$ cat src/abps_pkg.sv
// Purpose: Shared constants and types for the adapter/battery power selector
// Assumes: 50 MHz system clock, comparator inputs already synchronous
// Notes:   All delays are counted in 1 ms ticks of the system clock

package abps_pkg;

    // ------------------------------------------------------------
    // Timing
    // ------------------------------------------------------------
    localparam int CLK_HZ         = 50_000_000;
    localparam int CLK_PERIOD_NS  = 20;
    localparam int TICK_MS        = 1;
    localparam int MS_CYC         = CLK_HZ / 1000 * TICK_MS;
    localparam int T_GATE_MS      = 20;
    localparam int T_SHORT_MS     = 150;
    localparam int T_LONG_MS      = 1300;
    localparam int T_WIN_S        = 90;
    localparam int T_WIN_MS       = T_WIN_S * 1000;
    localparam int FAIL_LIMIT     = 7;
    localparam int TW             = 17;

    // ------------------------------------------------------------
    // Register map (byte addresses)
    // ------------------------------------------------------------
    localparam logic [11:0] ADDR_OPTION   = 12'h000;
    localparam logic [11:0] ADDR_STATUS   = 12'h004;
    localparam logic [11:0] ADDR_IRQ_STAT = 12'h008;
    localparam logic [11:0] ADDR_IRQ_MASK = 12'h00c;
    localparam logic [11:0] ADDR_VREG     = 12'h010;

    localparam int          OPT_DEGLITCH_BIT = 15;
    localparam int          OPT_DEPL_LSB     = 11;
    localparam int          OPT_BATTERY_CYCLE_A_BIT    = 6;
    localparam logic [15:0] OPT_RESET        = 16'h8000;
    localparam logic [15:0] OPT_WMASK        = 16'h9840;
    localparam logic [15:0] VREG_RESET       = 16'h0000;

    // Depletion fractions of regulation level, scaled by 4096
    localparam logic [11:0] DEPL_K0 = 12'h978;
    localparam logic [11:0] DEPL_K1 = 12'ha06;
    localparam logic [11:0] DEPL_K2 = 12'haa6;
    localparam logic [11:0] DEPL_K3 = 12'hb5b;

    // ------------------------------------------------------------
    // Interrupt bits
    // ------------------------------------------------------------
    localparam int IRQ_OVP        = 0;
    localparam int IRQ_GATE_FAIL  = 1;
    localparam int IRQ_LATCH      = 2;
    localparam int IRQ_BATTERY_CYCLE_A_DONE = 3;
    localparam int IRQ_TO_ADAPTER = 4;
    localparam int IRQ_W          = 5;

    // ------------------------------------------------------------
    // Types
    // ------------------------------------------------------------
    typedef enum logic [2:0] {
        ST_BAT     = 3'h0,
        ST_BRK_AC  = 3'h1,
        ST_AC_CHK  = 3'h3,
        ST_AC_RUN  = 3'h2,
        ST_BRK_BAT = 3'h6,
        ST_RETRY   = 3'h7,
        ST_LATCH   = 3'h5
    } abps_state_e;

    typedef struct packed {
        logic supply_undervoltage_lockout_ok;
        logic batt_undervoltage_lockout_ok;
        logic det_above_0v6;
        logic det_above_2v4;
        logic det_above_3v15;
        logic supply_over_batt;
        logic acn_near_batt;
        logic gate_vgs_ok;
    } abps_cmp_s;

    typedef struct packed {
        abps_state_e       state;
        logic [15:0]       opt;
        logic [15:0]       vreg;
        logic [IRQ_W-1:0]  irq_stat;
        logic [IRQ_W-1:0]  irq_mask;
        logic [31:0]       prdata;
        logic [15:0]       ms_cnt;
        logic [TW-1:0]     dg_cnt;
        logic [TW-1:0]     tmr;
        logic [TW-1:0]     win_cnt;
        logic [2:0]        fail_cnt;
        logic              ok;
        logic              ovp;
        logic              first;
        logic              long_eff;
        logic              dropped;
        logic              ac_drv;
        logic              bat_drv;
        logic              chg;
    } abps_st_s;

    localparam abps_st_s ST_RESET_VAL = '{
        state: ST_BAT, opt: OPT_RESET, vreg: VREG_RESET, first: 1'b1, default: '0
    };

endpackage

$ cat src/abps_power_select.sv
// Purpose: Adapter qualification and adapter/battery switch sequencing
// Assumes: Comparator inputs synchronous to clk; APB slave, always ready
// Notes:   All state in one struct; adapter detect below 0.6V is a soft reset
//
// Functional notes
// - Adapter ok only with supply good, detect in window, supply above battery.
// - First qualification after power-on uses the 150 ms deglitch.
// - Detect below 0.6V resets logic and selects 1.3 s deglitch next.
// - Deglitch choice applies after detect dropped and adapter switch turned off.
// - Option bit 15 clear picks 150 ms; bus usable only when powered.
// - Detect overvoltage: flag it, drop ok, stop charge, adapter off.
// - Detect back in window: ok again, battery off, adapter switches on.
// - After power-on the battery is connected if present. The code keeps it off while detect is below 0.6V.
// - Outgoing switch off before incoming switch on.
// - Without adapter hold its gate low; battery gate on if conditions hold. The code holds the battery gate off while detect is below 0.6V.
// - After deglitch switch to adapter unless battery_cycle_a and battery above threshold.
// - Gate not good 20 ms after turn-on: switch off, retry after 1.3 s.
// - Seven failures in 90 s latch off; count clears after 90 s.
// - No charging while the adapter switches are off.
// - Adapter switches off when ok low or learning above threshold.
// - Option bit 6 enables battery_cycle_a cycle, forcing the system onto battery.
// - Battery below threshold during battery_cycle_a: exit, back to adapter, clear bit.
// - Option bits 12:11 select the depletion fraction of regulation level.
//
// Implementation choices: the APB slave port and the address map.

module abps_power_select
    import abps_pkg::*;
#(
    parameter int P_MS_CYC   = MS_CYC,
    parameter int P_T_GATE   = T_GATE_MS,
    parameter int P_T_SHORT  = T_SHORT_MS,
    parameter int P_T_LONG   = T_LONG_MS,
    parameter int P_T_WIN    = T_WIN_MS
) (
    // Clock and reset
    input  wire logic        clk,
    input  wire logic        rst,
    // APB slave
    input  wire logic        psel,
    input  wire logic        penable,
    input  wire logic        pwrite,
    input  wire logic [11:0] paddr,
    input  wire logic [31:0] pwdata,
    output logic      [31:0] prdata,
    output logic             pready,
    output logic             pslverr,
    // Analog comparators and battery level
    input  wire abps_cmp_s   cmp,
    input  wire logic [15:0] batt_level,
    // Adapter ok open-drain pin
    output logic             adapter_ok_out_o,
    output logic             adapter_ok_out_oe,
    // Switch gate drives and status
    output logic             adapter_gate_drive,
    output logic             battery_gate_drive,
    output logic             charge_enable,
    output logic             adapter_overvoltage,
    output logic             irq
);

    // ------------------------------------------------------------
    // State
    // ------------------------------------------------------------
    abps_st_s r_reg;
    abps_st_s r_next;

    localparam logic [15:0]   MS_LAST    = 16'(P_MS_CYC - 1);
    localparam logic [TW-1:0] GATE_LAST  = TW'(P_T_GATE - 1);
    localparam logic [TW-1:0] SHORT_LAST = TW'(P_T_SHORT - 1);
    localparam logic [TW-1:0] LONG_LAST  = TW'(P_T_LONG - 1);
    localparam logic [TW-1:0] WIN_LAST   = TW'(P_T_WIN - 1);
    localparam logic [2:0]    FAIL_LAST  = 3'(FAIL_LIMIT - 1);

    logic             tick;
    logic             raw_ok;
    logic             bat_allow;
    logic             below;
    logic             battery_cycle_a;
    logic             leave_ac;
    logic             bus_en;
    logic             mapped;
    logic [11:0]      depl_k;
    logic [27:0]      lhs;
    logic [27:0]      rhs;
    logic [TW-1:0]    dg_last;
    logic [IRQ_W-1:0] ev;
    logic [IRQ_W-1:0] w1c;
    logic [31:0]      status;
    logic [31:0]      rd_val;

    // ------------------------------------------------------------
    // Next state
    // ------------------------------------------------------------
    always_comb begin
        r_next = r_reg;
        ev     = '0;
        w1c    = '0;

        // Millisecond tick
        tick = (r_reg.ms_cnt == MS_LAST);
        r_next.ms_cnt = tick ? 16'h0000 : 16'(r_reg.ms_cnt + 16'h0001);

        // Adapter qualification
        raw_ok = cmp.supply_undervoltage_lockout_ok & cmp.det_above_2v4 &
                 ~cmp.det_above_3v15 & cmp.supply_over_batt;
        r_next.ovp = cmp.det_above_3v15;
        if (cmp.det_above_3v15 && !r_reg.ovp) begin
            ev[IRQ_OVP] = 1'b1;
        end

        if (r_reg.first || !r_reg.long_eff) begin
            dg_last = SHORT_LAST;
        end else begin
            dg_last = LONG_LAST;
        end

        if (!raw_ok) begin
            r_next.ok     = 1'b0;
            r_next.dg_cnt = '0;
        end else if (!r_reg.ok && tick) begin
            if (r_reg.dg_cnt >= dg_last) begin
                r_next.ok    = 1'b1;
                r_next.first = 1'b0;
            end else begin
                r_next.dg_cnt = TW'(r_reg.dg_cnt + 1'b1);
            end
        end

        // Deglitch option takes effect after a drop and an adapter turn-off
        if (!cmp.det_above_2v4) begin
            r_next.dropped = 1'b1;
        end
        if (r_reg.dropped && !r_reg.ac_drv) begin
            r_next.long_eff = r_reg.opt[OPT_DEGLITCH_BIT];
            r_next.dropped  = !cmp.det_above_2v4;
        end

        // Depletion threshold
        case (r_reg.opt[OPT_DEPL_LSB +: 2])
            2'h0:    depl_k = DEPL_K0;
            2'h1:    depl_k = DEPL_K1;
            2'h2:    depl_k = DEPL_K2;
            default: depl_k = DEPL_K3;
        endcase
        lhs   = {batt_level, 12'h000};
        rhs   = 28'(r_reg.vreg) * 28'(depl_k);
        below = (lhs < rhs);
        battery_cycle_a = r_reg.opt[OPT_BATTERY_CYCLE_A_BIT];
        leave_ac  = !r_reg.ok || (battery_cycle_a && !below);
        bat_allow = cmp.supply_undervoltage_lockout_ok & cmp.batt_undervoltage_lockout_ok & cmp.acn_near_batt;

        // Failure window
        if (r_reg.fail_cnt == 3'h0) begin
            r_next.win_cnt = '0;
        end else if (tick) begin
            if (r_reg.win_cnt >= WIN_LAST) begin
                r_next.win_cnt  = '0;
                r_next.fail_cnt = 3'h0;
            end else begin
                r_next.win_cnt = TW'(r_reg.win_cnt + 1'b1);
            end
        end

        // Selector sequencing
        case (r_reg.state)
            ST_BAT: begin
                if (r_reg.ok && (!battery_cycle_a || below)) begin
                    r_next.state = ST_BRK_AC;
                    if (battery_cycle_a) begin
                        r_next.opt[OPT_BATTERY_CYCLE_A_BIT] = 1'b0;
                        ev[IRQ_BATTERY_CYCLE_A_DONE]        = 1'b1;
                    end
                end
            end
            ST_BRK_AC: begin
                r_next.state = ST_AC_CHK;
                r_next.tmr   = '0;
            end
            ST_AC_CHK: begin
                if (leave_ac) begin
                    r_next.state = ST_BRK_BAT;
                end else if (cmp.gate_vgs_ok) begin
                    r_next.state = ST_AC_RUN;
                    ev[IRQ_TO_ADAPTER] = 1'b1;
                end else if (tick) begin
                    if (r_reg.tmr >= GATE_LAST) begin
                        ev[IRQ_GATE_FAIL] = 1'b1;
                        r_next.tmr        = '0;
                        if (r_reg.fail_cnt == FAIL_LAST) begin
                            r_next.state   = ST_LATCH;
                            ev[IRQ_LATCH]  = 1'b1;
                        end else begin
                            r_next.state    = ST_RETRY;
                            r_next.fail_cnt = 3'(r_reg.fail_cnt + 3'h1);
                        end
                    end else begin
                        r_next.tmr = TW'(r_reg.tmr + 1'b1);
                    end
                end
            end
            ST_AC_RUN: begin
                if (leave_ac) begin
                    r_next.state = ST_BRK_BAT;
                end
            end
            ST_BRK_BAT: begin
                r_next.state = ST_BAT;
            end
            ST_RETRY: begin
                if (!r_reg.ok) begin
                    r_next.state = ST_BAT;
                end else if (tick) begin
                    if (r_reg.tmr >= LONG_LAST) begin
                        r_next.state = ST_BRK_AC;
                    end else begin
                        r_next.tmr = TW'(r_reg.tmr + 1'b1);
                    end
                end
            end
            ST_LATCH: begin
                r_next.state = ST_LATCH;
            end
            default: begin
                r_next.state = ST_BAT;
            end
        endcase

        // Registered drives; break states keep both gates off
        r_next.ac_drv  = (r_next.state == ST_AC_CHK) ||
                         (r_next.state == ST_AC_RUN);
        r_next.bat_drv = bat_allow && !r_reg.ac_drv && ((r_next.state == ST_BAT) ||
                         (r_next.state == ST_RETRY) ||
                         (r_next.state == ST_LATCH));
        r_next.chg     = (r_next.state == ST_AC_RUN) && r_next.ok &&
                         !r_next.ovp;

        // APB slave
        bus_en = cmp.supply_undervoltage_lockout_ok & cmp.det_above_0v6;
        mapped = (paddr == ADDR_OPTION) || (paddr == ADDR_STATUS) ||
                 (paddr == ADDR_IRQ_STAT) || (paddr == ADDR_IRQ_MASK) ||
                 (paddr == ADDR_VREG);
        status = {16'h0000, 2'h0, r_reg.fail_cnt, r_reg.state, r_reg.long_eff,
                  r_reg.first, r_reg.chg, r_reg.bat_drv, r_reg.ac_drv,
                  r_reg.ovp, r_reg.ok, 1'b0};
        case (paddr)
            ADDR_OPTION:   rd_val = {16'h0000, r_reg.opt};
            ADDR_STATUS:   rd_val = status;
            ADDR_IRQ_STAT: rd_val = {27'h0, r_reg.irq_stat};
            ADDR_IRQ_MASK: rd_val = {27'h0, r_reg.irq_mask};
            ADDR_VREG:     rd_val = {16'h0000, r_reg.vreg};
            default:       rd_val = 32'h0000_0000;
        endcase
        if (psel && !penable) begin
            r_next.prdata = (bus_en && !pwrite) ? rd_val : 32'h0000_0000;
        end
        if (psel && penable && pwrite && bus_en) begin
            case (paddr)
                ADDR_OPTION:   r_next.opt      = pwdata[15:0] & OPT_WMASK;
                ADDR_IRQ_STAT: w1c             = pwdata[IRQ_W-1:0];
                ADDR_IRQ_MASK: r_next.irq_mask = pwdata[IRQ_W-1:0];
                ADDR_VREG:     r_next.vreg     = pwdata[15:0];
                default:       w1c             = '0;
            endcase
        end
        // New events win over a clear in the same cycle
        r_next.irq_stat = (r_reg.irq_stat & ~w1c) | ev;

        // Detect below 0.6V resets all, next deglitch long
        if (!cmp.det_above_0v6) begin
            r_next          = ST_RESET_VAL;
            r_next.first    = 1'b0;
            r_next.long_eff = 1'b1;
        end
    end

    always_ff @(posedge clk) begin
        if (rst) begin
            r_reg <= ST_RESET_VAL;
        end else begin
            r_reg <= r_next;
        end
    end

    // ------------------------------------------------------------
    // Outputs
    // ------------------------------------------------------------
    assign prdata              = r_reg.prdata;
    assign pready              = 1'b1;
    assign pslverr             = psel & penable &
                                 ~(cmp.supply_undervoltage_lockout_ok & cmp.det_above_0v6 & mapped);
    assign adapter_ok_out_o    = 1'b0;
    assign adapter_ok_out_oe   = ~r_reg.ok;
    assign adapter_gate_drive  = r_reg.ac_drv;
    assign battery_gate_drive  = r_reg.bat_drv;
    assign charge_enable       = r_reg.chg;
    assign adapter_overvoltage = r_reg.ovp;
    assign irq                 = |(r_reg.irq_stat & r_reg.irq_mask);

endmodule

$ cat config.mk
export PLATFORM = sky130hd
export DESIGN_NAME = abps_power_select
export DESIGN_NICKNAME = d
export VERILOG_FILES = /design/src/abps_pkg.sv /design/src/abps_power_select.sv
export SDC_FILE = /design/constraint.sdc
export NUM_CORES = 1
export LEC_CHECK = 0
export ABC_AREA = 1
export BUFFER_PORTS_ARGS = -buffer_cell sky130_fd_sc_hd__buf_4
export CORE_MARGIN = 2
export CORE_UTILIZATION = 30
export CTS_BUF_LIST = sky130_fd_sc_hd__clkbuf_8 sky130_fd_sc_hd__clkbuf_16
export CTS_CLUSTER_SIZE = 25
export DETAILED_ROUTE_END_ITERATION = 16
export GPL_ROUTABILITY_DRIVEN = 0
export PLACE_DENSITY_LB_ADDON = 0.12
export SLEW_MARGIN = 20
export SYNTH_ARGS = -nofsm -noshare
export SYNTH_HDL_FRONTEND = slang
export SYNTH_SLANG_ARGS = --single-unit
$ cat constraint.sdc
create_clock -name clk -period 8.8 [get_ports clk]
set_input_delay 2.2 -clock clk [delete_from_list [all_inputs] [get_ports clk]]
set_output_delay 2.2 -clock clk [all_outputs]
set_load 0.02 [all_outputs]
## Word-level counts from Yosys, hierarchy flattened

Cells that the tools add are included.

- Bitwise operators: 19
- $mul: 1
- Add/subtract/negate cells: 5
- Reductions and logical operators: 51
- Equal/unequal tests: 28
- Order comparisons: 5
- Mux-type cells: 62

Operators with widths:

| cell | number |
|---|---|
| 2-to-1 mux 17 bit | 8 |
| case mux 16 bit (5 select lines) | 1 |
| 2-to-1 mux 3 bit | 18 |
| adder 17 x 1 -> 17 bit (second input constant) | 3 |
| case mux 17 bit (3 select lines) | 1 |
| 2-to-1 mux 32 bit | 1 |
| case mux 10 bit (3 select lines) | 1 |
| < comparator 28 bit | 1 |
| multiplier 16 x 12 -> 28 bit | 1 |
| == test 12 x 4 -> 1 bit (second input constant) | 2 |
| 2-to-1 mux 23 bit | 1 |
| case mux 3 bit (6 select lines) | 1 |
| greater-or-equal comparator 17 x 11 -> 1 bit (second input constant) | 1 |
| greater-or-equal comparator 17 bit | 1 |
| greater-or-equal comparator 17 bit (second input constant) | 1 |
| greater-or-equal comparator 17 x 5 -> 1 bit (second input constant) | 1 |
| 2-to-1 mux 1 bit | 17 |
| adder 16 x 1 -> 16 bit (second input constant) | 1 |
| == test 16 bit (second input constant) | 1 |
| 2-to-1 mux 16 bit | 1 |
| == test 3 bit (second input constant) | 5 |
| logical AND 1 bit | 14 |
| 2-to-1 mux 2 bit | 7 |
| == test 12 x 3 -> 1 bit (second input constant) | 1 |
| 29 further kinds | 81 |

- Output and inout port bits: 41
- Bits of input ports: 73
- Register bits after elaboration: 143
- Logic and storage cells: 191

## Depth between registers and ports, before layout

- Depth after elaboration: 14
- Gate-level depth with buffers: 47
- Mapped depth without buffers: 46

## Worst setup path after synthesis

Ideal clock, no wire load.

- Kind: register to register
- Start: register r_reg[148] (netlist name)
- End: register r_reg[35] (netlist name)
- Library setup time: 0.132 ns
- Required time: 8.668 ns
- Cell stages (with the launch flop): 36
- Slack: 1.615 ns
- Buffers on the path: 3
- Data arrival time: 7.053 ns
- Period minus slack after synthesis: 7.185 ns
- Cells stage by stage: dfxtp_1 > inv_1 > ha_1 > clkbuf_1 > buf_1 > nor2_1 > fa_1 > inv_1 > fa_1 > inv_1 > fa_1 > fa_1 > inv_1 > fa_1 > inv_1 > ha_1 > a21oi_1 > o21ai_0 > a221oi_1 > o21ai_0 > a31oi_1 > xor2_1 > ha_1 > nand2_1 > inv_1 > nand3_1 > a31oi_1 > nor4_1 > nand2_2 > nand2_4 > nand4_2 > nand2_2 > buf_6 > nand2_4 > nand2_1 > a21oi_1

- Cells in the longest elaborated chain, start to end: 9
- Elaborated cells between the ends (all ways): 11
- Those cells by class: mul (1); order compare (1); eq/ne (3); mux (1); reduce/logical (5)

Ends and longest elaborated chain:

| what | line | source |
|---|---|---|
| start: declaration | abps_power_select.sv:65 | `abps_st_s r_reg;` |
| start signal: assignment | abps_power_select.sv:281 | `r_reg <= r_next;` |
| == test 2 bit, or another cell as far along | abps_power_select.sv:140 | `case (r_reg.opt[OPT_DEPL_LSB +: 2])` |
| case mux 10 bit (3 select lines) * | abps_power_select.sv:140 |  |
| multiplier 16 x 12 -> 28 bit * | abps_power_select.sv:147 | `rhs = 28'(r_reg.vreg) * 28'(depl_k);` |
| < comparator 28 bit * | abps_power_select.sv:148 | `below = (lhs < rhs);` |
| logical NOT 1 bit * | abps_power_select.sv:150 | `leave_ac = !r_reg.ok \|\| (battery_cycle_a && !below);` |
| logical AND 1 bit * | abps_power_select.sv:150 |  |
| logical OR 1 bit * | abps_power_select.sv:150 |  |
| != test 2 bit (no source line) * | n/a |  |
| AND reduction 7 bit (no source line) * | n/a |  |

Mark *: on every way between the ends. The rest lies on a longest branch, timed or not.
A chain may end at the register's enable or synchronous reset.

## Final worst setup path

- Start: register r_reg[147] (netlist name)
- End: register r_reg[31] (netlist name)

Same word-level chain as after synthesis.

==> results.tsv <==
stage	metric	value	unit
sta	setup_viol	0	
floorplanning	die_area	43240	um^2
yosys	synthTopCellsByArea	dfxtp_1 20%, fa_1 18%, ha_1 12%, inv_1 11%, nand2_1 8.1%	
clocking	cts_tree	yes	
clocking	clock_latency	0.42	ns
clocking	htree_levels	4	
place	port_buffers	79	
floorplanning	rows	74	
grt	grt_pass1_vias	10330	
pwr	p_sw	318.1	uW
floorplanning	die_y	207.9	um
grt	antenna_found_initial	0	
sta	final_max_slew_viol_count	0	
detailed_routing	wl	33530	um
pwr	total_power	1391	uW
flow_run	maxCapViolations	0	
pwr	intPower	1073	uW
worst_setup_path	cp-end-kind	flop	
pwr	p_leak	0.006855	uW
yosys	ys_seq_elements	127	
yosys	syn_area	12480	um^2
place	place_ws	0.4816	ns
floorplanning	core-area	40920	um^2
floorplanning	start_util	30.49	%
sta	finalHoldViolCount	0	
worst_setup_path	slowest_stage	fa_1	
pwr	pwr-share-comb	4.8	%
sta	tightest_slew	0.9302	ns
floorplanning	die_w	207.9	um
sta	min_period_over_period	91.70	%
pwr	ir_worst_vdd	0.1607	mV
status	status	finished clean	
final_layout	num-fill-cells	4454	
clocking	cts_root_buf	clkbuf_16	
yosys	yosysTopAreaCell	dfxtp_1	
grt	grt_max_degree	50	
sta	fin_worst_skew	0.01239	ns
pwr	swShare	22.86	%
yosys	ys_seq_area_share	20.38	%
yosys	syn_area_per_cell	7.392	um^2
detailed_routing	vias_per_cell	4.620	
detailed_routing	drt-initial-drc-count	450	
sta	rsz0062_at_grt	false	
yosys	synth_enable_flop_cells	0	
sta	min_period	8.069	ns
detailed_routing	wire_per_inst	14.58	um
worst_setup_path	cp-start-kind	flop	
clocking	cts_sinks	127	
clocking	clk_pin_slew	0.06	ns
final_layout	syn_to_final_growth	13.53	%
yosys	syn_inst	1688	
grt	grt_remaining_overflow	0	
final_layout	largest_reg_flops	106	
grt	grt_usage	15.56	%
floorplanning	num_io_pins	114	
sta	layout_setup_ws	0.7305	ns
yosys	async_flop_share	0	%
detailed_routing	drt.antenna.violating_nets	0	
worst_setup_path	worst_path_most_repeated_cell	nand2_1	
clocking	cts_resized	0	
place	dp.final_hpwl	27800	um
yosys	synth_flop_cell	dfxtp_1	
pwr	p_clk_share	53.7	%
worst_setup_path	slowest_delay	0.53	ns
yosys	yosysTopAreaCellShare	20.38	%
final_layout	drive_gt1_share	9.281	%
worst_setup_path	cp_data_arrival_time	8.38	ns
detailed_routing	drc	0	
clocking	clockBufferDepth	2	
clocking	cts_setup_buffers	0	
grt	grt_pass1_wl	54010	um
clocking	cts_hold_buf	0	
sta	fmax	123.9	MHz
yosys	ys_warn_count	0	
pwr	seq_power_share	41.5	%
clocking	cts-buffers-inserted	17	
detailed_routing	firstDrtPassIters	5	
worst_setup_path	crit_fanout	14	
worst_setup_path	critPathKind	flop to flop	
sta	max_slew_margin	37.99	%
min_path	hold_path_class	flop to flop	
yosys	synth.distinct_cells	50	
detailed_routing	dr_total_vias	10630	
pwr	p_per_area	98.22	nW/um^2
sta	finalSetupTns	0	ns
worst_setup_path	cp.required	9.11	ns
final_layout	final_net_count	2060	
[final cells by class]
cell class                      instances  area [um^2]  area share, %
Multi-Input combinational cell       1146         8235          58.13
Sequential cell                       127         2542          17.95
Inverter                              366         1374          9.698
Timing Repair Buffer                   96        720.7          5.087
Tap cell                              532        665.6          4.699
Clock buffer                           20        466.7          3.294
Clock inverter                         12        158.9          1.122
Antenna cell                            1        2.502        0.01766
[metal layers]
metal  global-route usage [%]  share of wire (%)
met5                        0                  0
met2                    26.74                 49
met1                    20.87                 47
met4                    3.277                1.3
met3                    1.992                2.3
[power groups by stage]
stage                     sequential [uW]  combinational, uW  clock [uW]
after detailed placement              591               67.6           0
after global placement                590               66.7           0
after CTS                             578               67.8         767
after global routing                  578               73.8         794
final                                 578               67.0         747
after floorplan                       591               37.7           0
[final timing paths]
check	from	slack (ns)	cells after the start	endpoint
worst min register to register	r_reg[61]$_SDFFE_PP0P_	0.44	2	r_reg[61]$_SDFFE_PP0P_
worst max-delay path	r_reg[147]$_SDFFE_PP0P_	0.73	46	r_reg[31]$_SDFFE_PP0P_
worst min-delay path	r_reg[61]$_SDFFE_PP0P_	0.44	2	r_reg[61]$_SDFFE_PP0P_
worst max register to register	r_reg[147]$_SDFFE_PP0P_	0.73	46	r_reg[31]$_SDFFE_PP0P_
[worst max-delay path, delay by kind of cell, from the launching register on]
family / cells / cell delay, ns
AOI/OAI and AO/OA: 6 / 1.38
and+or+nand+nor: 21 / 2.12
xor gates and xnor gates: 2 / 0.31
adders and majority gates: 8 / 3.03
buffers and inverters: 9 / 0.80
DFF: 1 / 0.32
[through the flow]
| stage | instance area (um^2) | util (%) | hold slack [ns] | std cells |
|---|---|---|---|---|
| floorplan | 12540 | - | 0.4153 | 1704 |
| global placement | 13530 | 33.06 | 0.4269 | 2267 |
| detailed placement | 13530 | 33.06 | 0.4288 | 2267 |
| CTS | 14160 | 34.59 | 0.4378 | 2299 |
| global route | 14160 | 34.61 | 0.4506 | 2299 |
| finish | 14170 | 34.62 | 0.4355 | 2300 |
[cells in the final DEF, fill, tap and decap left out, types with 4 or more instances in the layout]
cell type and count:
nand3b_1 6, fa_1 115, nand2_1 270, nor3_1 31, dfxtp_1 127, nand4_1 18, nor2_2 8, a21oi_1 118
xor2_1 22, nor2_1 185, buf_4 96, ha_1 118, nor4_1 10, o31ai_1 7, o22ai_1 13, xnor2_1 12
o221ai_1 7, o21ai_0 45, a31oi_1 14, clkinvlp_4 4, o21bai_1 4, nand2_2 6, a211oi_1 12, clkbuf_16 17
conb_1 18, inv_1 357, nand3_1 74, inv_2 8
[Yosys cell counts, types with 3 or more instances]
master and count:
clkbuf_1 20, o21bai_1 4, nand3_1 74, a21oi_1 118, xnor2_1 12, nor3_1 31, nor4_1 10, nor2_2 4
nor3b_1 3, buf_4 36, inv_2 7, nor3_2 3, inv_1 356, ha_1 118, nand2_1 270, nand3_2 3
clkinv_1 3, o31ai_1 7, a21o_1 3, nor2_1 189, a31oi_1 14, buf_1 5, xor2_1 22, o22ai_1 13
o21ai_0 45, fa_1 115, nand3b_1 6, a211oi_1 12, o21a_1 3, o221ai_1 7, nand2_2 6, dfxtp_1 127
nand4_1 18
[cells by family after synthesis]
kind of cell	synth area share (%)
buffers and inverters	14.19
and+or+nand+nor	21.65
adders and majority gates	30.28
other	0.06018
DFF	20.38
xor gates and xnor gates	2.386
AOI/OAI and AO/OA	11.06
Note: power is estimated with default switching activity, not from simulation.
